==> config.mk <==
export PLATFORM = sky130hd
export DESIGN_NAME = autoneg_mgmt
export DESIGN_NICKNAME = d
export VERILOG_FILES = /design/src/logic/autoneg_pkg.sv /design/src/logic/autoneg_mgmt.sv
export VERILOG_INCLUDE_DIRS = /design/src /design/src/logic
export SDC_FILE = /design/constraint.sdc
export NUM_CORES = 1
export LEC_CHECK = 0
export ABC_AREA = 1
export BUFFER_PORTS_ARGS = -buffer_cell sky130_fd_sc_hd__buf_2
export CORE_ASPECT_RATIO = 1.2
export CORE_MARGIN = 2
export CORE_UTILIZATION = 50
export CTS_CLUSTER_SIZE = 20
export DETAILED_ROUTE_END_ITERATION = 8
export GPL_TIMING_DRIVEN = 0
export PLACE_DENSITY = 0.77
export SYNTH_ARGS = -nofsm -noshare
export SYNTH_HDL_FRONTEND = slang
export SYNTH_SLANG_ARGS = --single-unit
==> constraint.sdc <==
create_clock -name clk -period 1.89 [get_ports clk]
set_input_delay 0.378 -clock clk [delete_from_list [all_inputs] [get_ports clk]]
set_output_delay 0.378 -clock clk [all_outputs]
set_load 0.05 [all_outputs]
==> src/logic/autoneg_cfg.svh <==
// Register map, field positions and reset values of the negotiation block
`ifndef AUTONEG_CFG_SVH
`define AUTONEG_CFG_SVH
`define REG_CTRL 5'h00
`define REG_STAT 5'h01
`define REG_ADV 5'h04
`define REG_LPA 5'h05
`define REG_EXP 5'h06
`define REG_NPT 5'h07
`define CTL_RST 15
`define CTL_EN 12
`define CTL_RESTART 9
`define STAT_DONE 5
`define STAT_ABLE 3
`define EXP_PDF 4
`define EXP_LPNP 3
`define EXP_NP 2
`define EXP_PR 1
`define EXP_LPAN 0
`define W_NP 15
`define W_ACK 14
`define W_TOGGLE 11
`define ACK_MASK 16'hbfff
`define NPT_DEFAULT 16'h2001
`define NPT_WMASK 16'hb7ff
`define NPT_TOGGLE 16'h0800
`define ADV_DEFAULT 16'h01e1
`define NP_ABLE 1'b1
`define ACK_WORDS 4'h6
`define AB_10 5
`define AB_10FD 6
`define AB_TX 7
`define AB_TXFD 8
`define AB_T4 9
`define ZERO16 16'h0000
`endif

==> src/logic/autoneg_pkg.sv <==
// Types shared by the negotiation management and PMA control block
package autoneg_pkg;
	typedef enum logic [1:0] {LS_FAIL = 2'h0, LS_READY = 2'h1, LS_OK = 2'h2} link_status_t;
	typedef enum logic [1:0] {LC_SCAN = 2'h0, LC_DISABLE = 2'h1, LC_ENABLE = 2'h2} link_control_t;
	typedef enum logic [1:0] {TECH_NONE = 2'h0, TECH_10 = 2'h1, TECH_TX = 2'h2, TECH_T4 = 2'h3} tech_t;
	typedef enum logic [2:0] {
		ST_DISABLE = 3'h0,
		ST_ABILITY = 3'h1,
		ST_ACK = 3'h3,
		ST_COMPLETE = 3'h2,
		ST_LINK_OK = 3'h6,
		ST_NP_WAIT = 3'h7,
		ST_PD = 3'h5
	} an_state_t;
	typedef struct packed {
		logic wr;
		logic rd;
		logic [4:0] addr;
		logic [15:0] wdata;
	} mgmt_req_t;
	typedef struct packed {
		link_status_t pulse_integrity_test;
		link_status_t tx;
		link_status_t t4;
	} pma_status_t;
	typedef struct packed {
		link_control_t pulse_integrity_test;
		link_control_t full_integrity_test;
		link_control_t tx;
		link_control_t t4;
	} pma_control_t;
endpackage

==> src/logic/autoneg_mgmt.sv <==
// Negotiation management registers, word matching and PMA link control
//
// Notes on behaviour
// - Local advertised ability vector lives in all sixteen bits of register 4.
// - Partner ability vector received is shown in all bits of register 5.
// - Next page words sent are taken from register 7 except bit 15 (gated) and bit 14 (acknowledge).
// - Any write to register 7 sets the extra page loaded flag.
// - Only the arbitration machine clears the extra page loaded flag.
// - Partner able to negotiate shows at register 6 bit 0.
// - Partner supports next pages shows at register 6 bit 3.
// - Register 0 bits 12, 15, 9 give enable, main reset, restart.
// - Done at 1.5, page arrived at 6.1, detect fault at 6.4.
// - Register 1 bit 3 reads one since negotiation is present.
// - Without management a fixed default supplies the advertised abilities.
// - Next page bit sent with the local flag; on next pages it also needs the partner flag and the loaded flag clear.
// - Base word kept apart from next page data so restart always works.
// - PMA status is ready, ok or fail; data undefined unless ok.
// - Scan mode PMA only hunts carrier and reports ready.
// - Disable control value stops a PMA.
// - Enable control value hands normal work to exactly one PMA.
// - After reset with negotiation on, every PMA gets disable.
// - Transmit, receive and arbitration machines are implemented here.
// - Defaulted machine variables revert each state; register variables hold.
// - Ability match when three consecutive words agree apart from acknowledge.
// - Matching uses a sliding window of any three successive words.
// - Acknowledge match needs three identical words all with acknowledge set.
// - Acknowledge finished once the counted acknowledge words are sent.
// - A 10 Mb/s outcome enables the full integrity test, not pulse test.
// - Reading register 6 clears page arrived.
// - Reading register 6 clears detect fault.
// - Register 7 powers up holding the null message page.
`timescale 1ns/1ps
`include "autoneg_cfg.svh"
module autoneg_mgmt
	import autoneg_pkg::*;
(
	input wire logic clk,
	input wire logic rst_n,
	input mgmt_req_t mgmt,
	output logic [15:0] mgmt_rdata,
	input pma_status_t pma_status,
	input wire logic rx_word_valid,
	input wire logic [15:0] rx_word,
	input wire logic tx_word_sent,
	output logic [15:0] tx_word,
	output pma_control_t pma_ctl,
	output tech_t chosen_technology,
	output logic negotiation_done
);
	// ****************************************
	// Decoding helpers
	// ****************************************
	function automatic logic same_noack(input logic [15:0] a, input logic [15:0] b);
		same_noack = ((a ^ b) & `ACK_MASK) == `ZERO16;
	endfunction

	function automatic logic is_ready(input link_status_t s);
		is_ready = (s == LS_READY);
	endfunction

	function automatic logic [1:0] ready_count(input pma_status_t s);
		ready_count = {1'b0, is_ready(s.pulse_integrity_test)} + {1'b0, is_ready(s.tx)} + {1'b0, is_ready(s.t4)};
	endfunction

	function automatic tech_t resolve(input logic [15:0] c);
		if (c[`AB_TXFD] || c[`AB_TX]) begin
			resolve = (c[`AB_TXFD] || !c[`AB_T4]) ? TECH_TX : TECH_T4;
		end else if (c[`AB_T4]) begin
			resolve = TECH_T4;
		end else if (c[`AB_10FD] || c[`AB_10]) begin
			resolve = TECH_10;
		end else begin
			resolve = TECH_NONE;
		end
	endfunction

	function automatic logic is_wr(input mgmt_req_t m, input logic [4:0] a);
		is_wr = m.wr && (m.addr == a);
	endfunction

	an_state_t state;
	an_state_t next_state;
	logic negotiation_on;
	logic management_reset;
	logic restart_request;
	logic [15:0] local_adv_vector;
	logic [15:0] partner_adv_vector;
	logic [15:0] extra_page_tx_vector;
	logic extra_page_loaded;
	logic partner_can_negotiate;
	logic partner_extra_pages_ok;
	logic page_arrived;
	logic detect_fault_flag;
	logic ability_match;
	logic acknowledge_match;
	logic ack_finished;
	logic [3:0] ack_left;
	logic [15:0] hist0;
	logic [15:0] hist1;
	logic [1:0] hist_cnt;
	logic np_mode;
	pma_status_t st_meta;
	pma_status_t st_sync;
	logic kill;
	logic halt;
	logic page_take;
	logic pd_fault;
	logic np_consume;
	logic more_pages;
	logic exp_read;
	tech_t pd_choice;

	assign kill = !rst_n || management_reset;
	assign halt = kill || restart_request || !negotiation_on;
	assign exp_read = mgmt.rd && (mgmt.addr == `REG_EXP);
	assign page_take = (state == ST_ABILITY) && ability_match;
	assign pd_fault = (state == ST_PD) && (ready_count(st_sync) != 2'h1);
	assign np_consume = (state == ST_NP_WAIT) && extra_page_loaded;
	assign more_pages = np_mode ? (extra_page_tx_vector[`W_NP] || partner_adv_vector[`W_NP])
		: (local_adv_vector[`W_NP] && `NP_ABLE && partner_extra_pages_ok);
	assign pd_choice = is_ready(st_sync.tx) ? TECH_TX : is_ready(st_sync.t4) ? TECH_T4 : TECH_10;

	// ****************************************
	// PMA status synchroniser
	// ****************************************
	// three valued status
	always_ff @(posedge clk) begin
		if (!rst_n) begin
			st_meta <= {LS_FAIL, LS_FAIL, LS_FAIL};
			st_sync <= {LS_FAIL, LS_FAIL, LS_FAIL};
		end else begin
			st_meta <= pma_status;
			st_sync <= st_meta;
		end
	end

	// ****************************************
	// Control register
	// ****************************************
	// Reset and restart bits clear themselves after one cycle
	// control bit mapping
	always_ff @(posedge clk) begin
		if (kill) begin
			negotiation_on <= 1'b1;
			management_reset <= 1'b0;
			restart_request <= 1'b0;
		end else if (is_wr(mgmt, `REG_CTRL)) begin
			negotiation_on <= mgmt.wdata[`CTL_EN];
			management_reset <= mgmt.wdata[`CTL_RST];
			restart_request <= mgmt.wdata[`CTL_RESTART];
		end else begin
			restart_request <= 1'b0;
		end
	end

	// ****************************************
	// Advertisement and next page registers
	// ****************************************
	// fixed default source
	always_ff @(posedge clk) begin
		if (kill) begin
			local_adv_vector <= `ADV_DEFAULT;
		end else if (is_wr(mgmt, `REG_ADV)) begin
			local_adv_vector <= mgmt.wdata;
		end
	end

	always_ff @(posedge clk) begin
		if (kill) begin
			extra_page_tx_vector <= `NPT_DEFAULT;
		end else if (is_wr(mgmt, `REG_NPT)) begin
			extra_page_tx_vector <= (mgmt.wdata & `NPT_WMASK) | (extra_page_tx_vector & ~`NPT_WMASK);
		end else if (np_consume) begin
			extra_page_tx_vector[`W_TOGGLE] <= !extra_page_tx_vector[`W_TOGGLE];
		end
	end

	// Write wins over the consume in the same cycle
	// write sets loaded
	always_ff @(posedge clk) begin
		if (kill) begin
			extra_page_loaded <= 1'b0;
		end else if (is_wr(mgmt, `REG_NPT)) begin
			extra_page_loaded <= 1'b1;
		end else if (np_consume) begin
			extra_page_loaded <= 1'b0;
		end
	end

	// ****************************************
	// Partner and expansion status
	// ****************************************
	// partner vector
	always_ff @(posedge clk) begin
		if (kill) begin
			partner_adv_vector <= `ZERO16;
			partner_can_negotiate <= 1'b0;
			partner_extra_pages_ok <= 1'b0;
		end else if (page_take) begin
			partner_adv_vector <= hist0;
			if (!np_mode) begin
				partner_can_negotiate <= 1'b1;
				partner_extra_pages_ok <= hist0[`W_NP];
			end
		end
	end

	// Hardware set beats the read clear
	// read clears page
	always_ff @(posedge clk) begin
		if (kill) begin
			page_arrived <= 1'b0;
			detect_fault_flag <= 1'b0;
		end else begin
			if (page_take) begin
				page_arrived <= 1'b1;
			end else if (exp_read) begin
				page_arrived <= 1'b0;
			end
			if (pd_fault) begin
				detect_fault_flag <= 1'b1;
			end else if (exp_read) begin
				detect_fault_flag <= 1'b0;
			end
		end
	end

	// ****************************************
	// Received word matching
	// ****************************************
	// two word history
	always_ff @(posedge clk) begin
		if (halt || np_consume) begin
			hist0 <= `ZERO16;
			hist1 <= `ZERO16;
			hist_cnt <= 2'h0;
			ability_match <= 1'b0;
			acknowledge_match <= 1'b0;
		end else if (rx_word_valid) begin
			hist0 <= rx_word;
			hist1 <= hist0;
			hist_cnt <= (hist_cnt == 2'h2) ? 2'h2 : hist_cnt + 2'h1;
			ability_match <= (hist_cnt == 2'h2) && same_noack(rx_word, hist0)
				&& same_noack(hist0, hist1);
			acknowledge_match <= (hist_cnt == 2'h2) && (rx_word == hist0)
				&& (hist0 == hist1) && rx_word[`W_ACK];
		end else begin
			ability_match <= 1'b0;
			acknowledge_match <= 1'b0;
		end
	end

	// ****************************************
	// Acknowledge word counter
	// ****************************************
	// Finished drops as the machine leaves, so it never outlives the state
	// acknowledge finished
	always_ff @(posedge clk) begin
		if (halt || state != ST_COMPLETE || next_state != ST_COMPLETE) begin
			ack_left <= `ACK_WORDS;
			ack_finished <= 1'b0;
		end else if (tx_word_sent && ack_left != 4'h0) begin
			ack_left <= ack_left - 4'h1;
			ack_finished <= (ack_left == 4'h1);
		end
	end

	// ****************************************
	// Arbitration state machine
	// ****************************************
	// arbitration machine
	always_comb begin
		next_state = state;
		case (state)
			ST_DISABLE: begin
				next_state = ST_ABILITY;
			end
			ST_ABILITY: begin
				if (ability_match) begin
					next_state = ST_ACK;
				end else if (!np_mode && hist_cnt == 2'h0 && ready_count(st_sync) != 2'h0) begin
					next_state = ST_PD;
				end
			end
			ST_PD: begin
				next_state = pd_fault ? ST_DISABLE : ST_LINK_OK;
			end
			ST_ACK: begin
				if (acknowledge_match) begin
					next_state = ST_COMPLETE;
				end
			end
			ST_COMPLETE: begin
				if (ack_finished) begin
					if (more_pages) begin
						next_state = ST_NP_WAIT;
					end else if (resolve(local_adv_vector & partner_adv_vector) == TECH_NONE) begin
						next_state = ST_DISABLE;
					end else begin
						next_state = ST_LINK_OK;
					end
				end
			end
			ST_NP_WAIT: begin
				if (extra_page_loaded) begin
					next_state = ST_ABILITY;
				end
			end
			ST_LINK_OK: begin
				if (st_sync.pulse_integrity_test == LS_FAIL && st_sync.tx == LS_FAIL && st_sync.t4 == LS_FAIL) begin
					next_state = ST_DISABLE;
				end
			end
			default: begin
				next_state = ST_DISABLE;
			end
		endcase
	end

	always_ff @(posedge clk) begin
		if (halt) begin
			state <= ST_DISABLE;
		end else begin
			state <= next_state;
		end
	end

	always_ff @(posedge clk) begin
		if (halt || state == ST_DISABLE) begin
			np_mode <= 1'b0;
		end else if (np_consume) begin
			np_mode <= 1'b1;
		end
	end

	always_ff @(posedge clk) begin
		if (halt) begin
			negotiation_done <= 1'b0;
			chosen_technology <= TECH_NONE;
		end else if (state == ST_PD && !pd_fault) begin
			negotiation_done <= 1'b1;
			chosen_technology <= pd_choice;
		end else if (state == ST_COMPLETE && next_state == ST_LINK_OK) begin
			negotiation_done <= 1'b1;
			chosen_technology <= resolve(local_adv_vector & partner_adv_vector);
		end else if (next_state == ST_DISABLE) begin
			negotiation_done <= 1'b0;
		end
	end

	// ****************************************
	// Transmit word
	// ****************************************
	// next page bit gating
	always_ff @(posedge clk) begin
		if (halt) begin
			tx_word <= `ZERO16;
		end else if (np_mode) begin
			tx_word <= extra_page_tx_vector;
			tx_word[`W_NP] <= extra_page_tx_vector[`W_NP] && `NP_ABLE
				&& partner_extra_pages_ok && extra_page_loaded == 1'b0;
			tx_word[`W_ACK] <= (state == ST_ACK) || (state == ST_COMPLETE);
		end else begin
			tx_word <= local_adv_vector;
			tx_word[`W_NP] <= local_adv_vector[`W_NP] && `NP_ABLE;
			tx_word[`W_ACK] <= (state == ST_ACK) || (state == ST_COMPLETE);
		end
	end

	// ****************************************
	// PMA link control
	// ****************************************
	// Full test stays off until a 10 Mb/s outcome
	// disable after reset
	always_ff @(posedge clk) begin
		if (halt || state == ST_DISABLE) begin
			pma_ctl <= {LC_DISABLE, LC_DISABLE, LC_DISABLE, LC_DISABLE};
		end else if (state == ST_LINK_OK) begin
			pma_ctl.pulse_integrity_test <= LC_DISABLE;
			pma_ctl.full_integrity_test <= (chosen_technology == TECH_10) ? LC_ENABLE : LC_DISABLE;
			pma_ctl.tx <= (chosen_technology == TECH_TX) ? LC_ENABLE : LC_DISABLE;
			pma_ctl.t4 <= (chosen_technology == TECH_T4) ? LC_ENABLE : LC_DISABLE;
		end else begin
			pma_ctl <= {LC_SCAN, LC_DISABLE, LC_SCAN, LC_SCAN};
		end
	end

	// ****************************************
	// Register read back
	// ****************************************
	// ability bit
	always_ff @(posedge clk) begin
		if (!rst_n) begin
			mgmt_rdata <= `ZERO16;
		end else if (mgmt.rd) begin
			mgmt_rdata <= `ZERO16;
			case (mgmt.addr)
				`REG_CTRL: mgmt_rdata[`CTL_EN] <= negotiation_on;
				`REG_STAT: begin
					mgmt_rdata[`STAT_ABLE] <= 1'b1;
					mgmt_rdata[`STAT_DONE] <= negotiation_done;
				end
				`REG_ADV: mgmt_rdata <= local_adv_vector;
				`REG_LPA: mgmt_rdata <= partner_adv_vector;
				`REG_EXP: begin
					mgmt_rdata[`EXP_PDF] <= detect_fault_flag;
					mgmt_rdata[`EXP_LPNP] <= partner_extra_pages_ok;
					mgmt_rdata[`EXP_NP] <= `NP_ABLE;
					mgmt_rdata[`EXP_PR] <= page_arrived;
					mgmt_rdata[`EXP_LPAN] <= partner_can_negotiate;
				end
				`REG_NPT: mgmt_rdata <= extra_page_tx_vector & `NPT_WMASK
					| (extra_page_tx_vector & `NPT_TOGGLE);
				default: mgmt_rdata <= `ZERO16;
			endcase
		end
	end
endmodule

==> impl_metrics.json, run 1 <==
{
  "cts_root_buf": "clkbuf_16",
  "diodes": 0,
  "ys_seq_area_share_pct": 48.3,
  "postRouteAntennaNets": 0,
  "synthSimpleGateAreaFrac_pct": 23.4,
  "drt_wl_total_um": 17600,
  "syn_inst": 879,
  "synth-seq-cells": 154,
  "synth_warnings": 0,
  "worstSetupPathType": "reg2reg",
  "reg2reg_to": "ack_left[2]",
  "finalPower_uw": 7360,
  "cts_tree": "yes",
  "slew_headroom_pct": 61.3,
  "worstMarginPinSlew_ps": 580,
  "grt_max_degree": 17,
  "synth_compound_gate_area_share_pct": 16.5,
  "grtUsageTotal_pct": 25.8,
  "io-pin-count": 92,
  "fin_ws_ps": -211,
  "r2r_cells": 13,
  "clk_latency_ps": 430,
  "avgSynthCellArea_um2": 7.27,
  "min_to": "st_meta[4]",
  "syn-num-nets": 935,
  "drive_above_1_share_pct": 19.3,
  "violations": "negative setup slack",
  "vdd_drop_max_mv": 0.492,
  "clk_pin_slew_ps": 60,
  "period_share_pct": 111,
  "fp.dieH_um": 128,
  "grt_pass1_vias": 5621,
  "cp-end-kind": "flip-flop",
  "cp.arrival_ps": 2420,
  "rsz0062_at_grt": "true",
  "cellPowerDensity_nw_per_um2": 941,
  "synthMuxAreaShare_pct": 0.157,
  "fin_util_pct": 62.3,
  "skew_ps": 8.26,
  "whs_path_depth": 3,
  "final_cell_mix": "nand2_1 (160), dfxtp_1 (150), nor2_1 (131), a21oi_1 (106), buf_2 (96)",
  "hold_viol": 0,
  "synth_top_family_by_area": "simple AND/OR/NAND/NOR gates",
  "area_growth_syn_to_layout_pct": 22.4,
  "netlist_area_um2": 6390,
  "routedWlPerCell_um": 15.0,
  "fin_nets": 1053,
  "synth_edf_count": 0,
  "cts_max_level": 4,
  "async_flop_share_pct": 0,
  "synth-adder-area-share_pct": 1.49,
  "die-width_um": 107,
  "cts_sinks": 154,
  "grt_first_pass_wirelength_um": 27100,
  "place_congestion": 0.956,
  "mostFrequentLayoutCell": "nand2_1",
  "r2r-start": "st_sync[4]",
  "drv_cap": 0,
  "drt_first_pass_iters": 7,
  "p_leak_uw": 0.00346,
  "clock_tree.buffer_depth": 2,
  "whs_ps": 132,
  "period_needed_ps": 2100,
  "rrSetupSlack_ps": -210,
  "synth_ff_type": "dfxtp_1",
  "fmax_ghz": 0.476,
  "num_rows": 45,
  "crit_fanout": 4,
  "via_count": 6215,
  "viasPerCell": 5.29,
  "status": "complete, but fails checks",
  "core_area_um2": 12600,
  "antenna_found_initial": 0,
  "die_area_um2": 13700,
  "hpwl_um": 12800,
  "grt.overflow.total": 0,
  "finalSetupViolCount": 8,
  "cp.required_ps": 2210,
  "timing.final.max_slew_violations": 0,
  "synth-xor-area-share_pct": 1.51,
  "route.detailed.drc": 0,
  "cts_buffers": 17,
  "drt_iter0_markers": 468,
  "worst_hold_path_type": "in2reg",
  "worstHoldStart": "pma_status[4]",
  "start_kind": "flip-flop",
  "start_util_pct": 50.9,
  "synth_cell_type_count": 36,
  "io_buffers": 90
}
[through the flow]
step | setup slack [ps] | setup TNS [ps] | cells | cell area [um^2]
detailed placement | -352 | -6040 | 1133 | 7050
CTS | -305 | -1130 | 1171 | 7710
global route | -317 | -2080 | 1174 | 7820
global placement | -356 | -5830 | 1133 | 7050
finish | -211 | -1150 | 1174 | 7820
floorplan | -113 | -113 | 879 | 6390
[power by group]
group          internal (uW)  switching, uW  total (uW)
Clock                   2060           1330        3390
Sequential              3330           56.5        3380
Combinational            193            402         595
Total                   5580           1780        7360
[synthesized netlist by cell type (4+ instances only)]
cell type	count	area share, %
nand3_1	30	2.4
o22ai_1	9	0.88
clkbuf_1	26	1.5
inv_1	90	5.3
xor2_1	6	0.82
nor3_1	7	0.55
nand2_1	166	9.8
inv_2	17	1.0
nand4_1	5	0.49
a21oi_1	108	8.5
dfxtp_1	154	48
o21ai_0	60	4.7
buf_2	6	0.47
nor2_2	6	0.59
o221ai_1	4	0.55
xnor2_1	5	0.69
nor2_1	138	8.1
a22oi_1	5	0.59
ha_1	6	1.2
nor3_2	4	0.63
[worst max-delay path by stage]
stage / slack, ps / depth (start not counted) / endpoint / start
after floorplan: -110 / 11 / ack_left[2] / st_sync[2]
after global placement: -360 / 11 / ack_left[2] / st_sync[2]
after detailed placement: -350 / 11 / ack_left[2] / st_sync[2]
after CTS: -300 / 11 / ack_left[2] / st_sync[2]
after global routing: -320 / 14 / negotiation_done / st_sync[0]
final: -210 / 13 / ack_left[2] / st_sync[4]
[sequential cells by signal, indices dropped and copies added, names as in the netlist, 7 cells and up]
register / cells
extra_page_tx_vector: 15
pma_ctl: 7
partner_adv_vector: 16
tx_word: 16
hist0: 16
mgmt_rdata: 16
local_adv_vector: 16
hist1: 16
[repair_timing]
item / 4_1_cts / 5_1_grt
setup buffers: 6 / 3
hold endpoints to repair: 0 / 0
pin swaps: 12 / 13
resized for setup: 11 / 28
hold buffers: 0 / 0
endpoints found under the setup margin: 8 / 20
[logic make-up after synthesis]
group                    count (synthesis)
other                                    1
AND/OR/NAND/NOR                        365
AO/OA/AOI/OAI                          197
XOR/XNOR                                11
adder cells (fa/ha/maj)                  7
multiplexers                             1
flip-flops                             154
buffers and inverters                  143
[routing by layer]
metal | GRT usage, % | share of wire [%]
met5 | 0 | 0
met4 | 14.7 | 5.1
met3 | 4.83 | 6.3
met2 | 45.8 | 51
met1 | 28.6 | 37
[critical path, cell delays in order, from the launching register on]
cell	delay (ps)
dfxtp_2	320
inv_2	60
nor2_4	40
fa_1	580
nand2_2	100
nor2_4	140
inv_2	70
nand3_4	100
nor2_2	40
nand2_2	80
inv_2	60
nor2_4	110
nand2_2	80
or2_1	210
[area by class of cell]
class | instances | area [um^2]
plain buffers | 36 | 153
clock buffers | 19 | 433
clock inverters | 13 | 153
fillers | 1124 | 4730
inverters | 107 | 402
multi-input cells | 582 | 2870
flip-flops and latches | 154 | 3090
well taps | 164 | 205
repair buffers | 99 | 522
Power figures use the tool's default switching activity.
==> run 2: changes to the inputs <==
ABC_AREA = 0   (was 1)
ABC_CLOCK_PERIOD_IN_PS = 1890   (was unset)
BUFFER_PORTS_ARGS = unset   (was -buffer_cell sky130_fd_sc_hd__buf_2)
DONT_BUFFER_PORTS = 1   (was unset)
PLACE_DENSITY = 0.71   (was 0.77)
==> impl_metrics.json, run 2 <==
{
  "final_cells": 941,
  "fp.dieH_um": 129,
  "synth_edf_count": 0,
  "start_kind": "flip-flop",
  "syn-num-nets": 796,
  "diodes": 0,
  "drt_iter0_markers": 365,
  "cts_max_level": 4,
  "hpwl_um": 12300,
  "skew_ps": 8.45,
  "grtUsageTotal_pct": 24.8,
  "grt_pass1_vias": 5137,
  "route.detailed.drc": 0,
  "path_cells": "nor2b_4 -> fa_2 -> nand2b_1 -> mux2i_1 -> a32oi_2 -> nand3_2 -> and3_1",
  "cts_sinks": 154,
  "finalPower_uw": 7230,
  "area_growth_syn_to_layout_pct": 14.1,
  "synth_top_area_share_pct": 47.4,
  "routedWlPerCell_um": 17.7,
  "use_met3_pct": 8.26,
  "met1_usage_pct": 29.6,
  "yosysTopAreaCell": "dfxtp_1",
  "netlist_area_um2": 6510,
  "worst_hold_path_type": "in2reg",
  "synthTopCellsByArea": "dfxtp_1 (47%), mux2i_1 (9.8%), nand2_1 (6.9%)",
  "status": "finished clean",
  "drv_cap": 0,
  "postRouteAntennaNets": 0,
  "synth-seq-cells": 154,
  "core_area_um2": 12700,
  "cp.arrival_ps": 2180,
  "die-width_um": 108,
  "cp.required_ps": 2210,
  "crit_fanout": 5,
  "fill_cells": 1129,
  "cts_root_buf": "clkbuf_16",
  "drive_above_1_share_pct": 9.52,
  "fin_nets": 822,
  "num_rows": 45,
  "async_flop_share_pct": 0,
  "hold_viol": 0,
  "vdd_drop_max_mv": 0.649,
  "antenna_found_initial": 0,
  "ys_seq_area_share_pct": 47.4,
  "cpPeakStageDelay_ps": 480,
  "postCtsHoldBufs": 0,
  "syn_inst": 740,
  "crit_slowest_cell": "fa_2",
  "grt.overflow.total": 0,
  "r2r_cells": 7,
  "clk_pin_slew_ps": 60,
  "io-pin-count": 92,
  "p_leak_uw": 0.00294,
  "busiest_layer": "met2",
  "fmax_ghz": 0.538,
  "clock_tree.buffer_depth": 2,
  "synthTopCellsByCount": "dfxtp_1 (154), nand2_1 (119), nor2_1 (79)",
  "period_needed_ps": 1860,
  "cts_tree": "yes",
  "io_buffers": 0,
  "die_area_um2": 14000,
  "synth_cell_type_count": 61,
  "cellPowerDensity_nw_per_um2": 974,
  "drt_first_pass_iters": 5,
  "slew_headroom_pct": 46.3,
  "finalSetupViolCount": 0,
  "final_cell_mix": "dfxtp_1 (146), nand2_1 (119), nor2_1 (79), mux2i_1 (64), a21oi_1 (62)",
  "cts_buffers": 17,
  "place_inst": 904,
  "clk_latency_ps": 430,
  "grtUsageMet2_pct": 40.3,
  "period_share_pct": 98.3,
  "viasPerCell": 5.61,
  "grt_first_pass_wirelength_um": 26300,
  "cp-end-kind": "flip-flop",
  "synth_warnings": 0,
  "grt_max_degree": 17,
  "drt_wl_total_um": 16600,
  "synth.most_common_cell": "dfxtp_1",
  "start_util_pct": 51.4,
  "whs_path_depth": 2,
  "mostFrequentLayoutCell": "dfxtp_1",
  "worstMarginPinSlew_ps": 805,
  "place_congestion": 0.952,
  "synth_ff_type": "dfxtp_1",
  "timing.final.max_slew_violations": 0,
  "avgSynthCellArea_um2": 8.80,
  "via_count": 5275,
  "worstSetupPathType": "reg2reg",
  "rsz0062_at_grt": "true"
}
run 2: cell count changes after synthesis, sizes merged, moves of 7 or more:
cell,delta
inv,-88
and2,+25
mux2i,+63
a21oi,-46
nand2,-47
o21ai,-53
nor2,-66
nor2b,+9
xor2,+8
and3,+13
nand3,-11
nand2b,+7
run 2: worst max-delay path: cells and delay by family (launching register included):
family / cells / cell delay (ps)
AO/OA/AOI/OAI: 1 / 240
adder cells (fa/ha/maj): 1 / 480
flip-flops: 1 / 320
multiplexers: 1 / 90
AND/OR/NAND/NOR: 4 / 620
run 2: layer usage:
layer / part of all wire [%] / wire [um]
met1: 41 / 6750
met2: 48 / 7990
met3: 8.5 / 1410
met4: 2.9 / 477
met5: 0 / 0
run 2: layout make-up:
class	count	area, um^2	area share, %
repair buffers	7	52.6	0.708
multi-input cells	523	3240	43.7
inverters	19	71.3	0.961
clock inverters	8	121	1.63
clock buffers	22	454	6.12
well taps	164	205	2.76
flip-flops and latches	154	3090	41.7
plain buffers	44	184	2.48
run 2: cells by family (layout without fill, tap and decap cells):
family	count (synthesis)	after routing	synth area share [%]
buffers and inverters	63	100	3.88
flip-flops	154	154	47.4
other	1	1	0.0576
XOR/XNOR	19	19	2.56
AND/OR/NAND/NOR	309	309	22.6
AO/OA/AOI/OAI	120	120	11.6
multiplexers	67	67	10.5
adder cells (fa/ha/maj)	7	7	1.46
run 2: timing repair:
item,4_1_cts,5_1_grt
buffers inserted,5,2
resized for setup,7,21
pin swaps,7,5
endpoints found under the setup margin,9,34
run 2: final timing paths:
kind | end | slack, ps | startpoint
worst min register to register | st_sync[1] | 430 | st_meta[1]
worst max register to register | ack_left[0] | 30 | st_sync[2]
worst min-delay path | local_adv_vector[7] | 70 | mgmt[7]
worst max-delay path | ack_left[0] | 30 | st_sync[2]
run 2: per-stage QoR:
step | utilization [%] | cell area [um^2] | worst slack [ps] | hold slack [ps] | setup TNS, ps
after detailed placement | 53.0 | 6710 | -298 | 426 | -5170
after floorplan | - | 6510 | 39.1 | 412 | 0
after CTS | 58.0 | 7350 | 2.71 | 64.5 | 0
after global routing | 58.6 | 7420 | -67.7 | 65.8 | -235
final | 58.6 | 7420 | 32.4 | 72.6 | 0
after global placement | 53.0 | 6710 | -285 | 428 | -4840
run 2: report_power, final:
group / switching, uW / total, uW / internal [uW]
Combinational: 256 / 424 / 168
Sequential: 131 / 3460 / 3330
Clock: 1260 / 3350 / 2090
Total: 1650 / 7230 / 5580
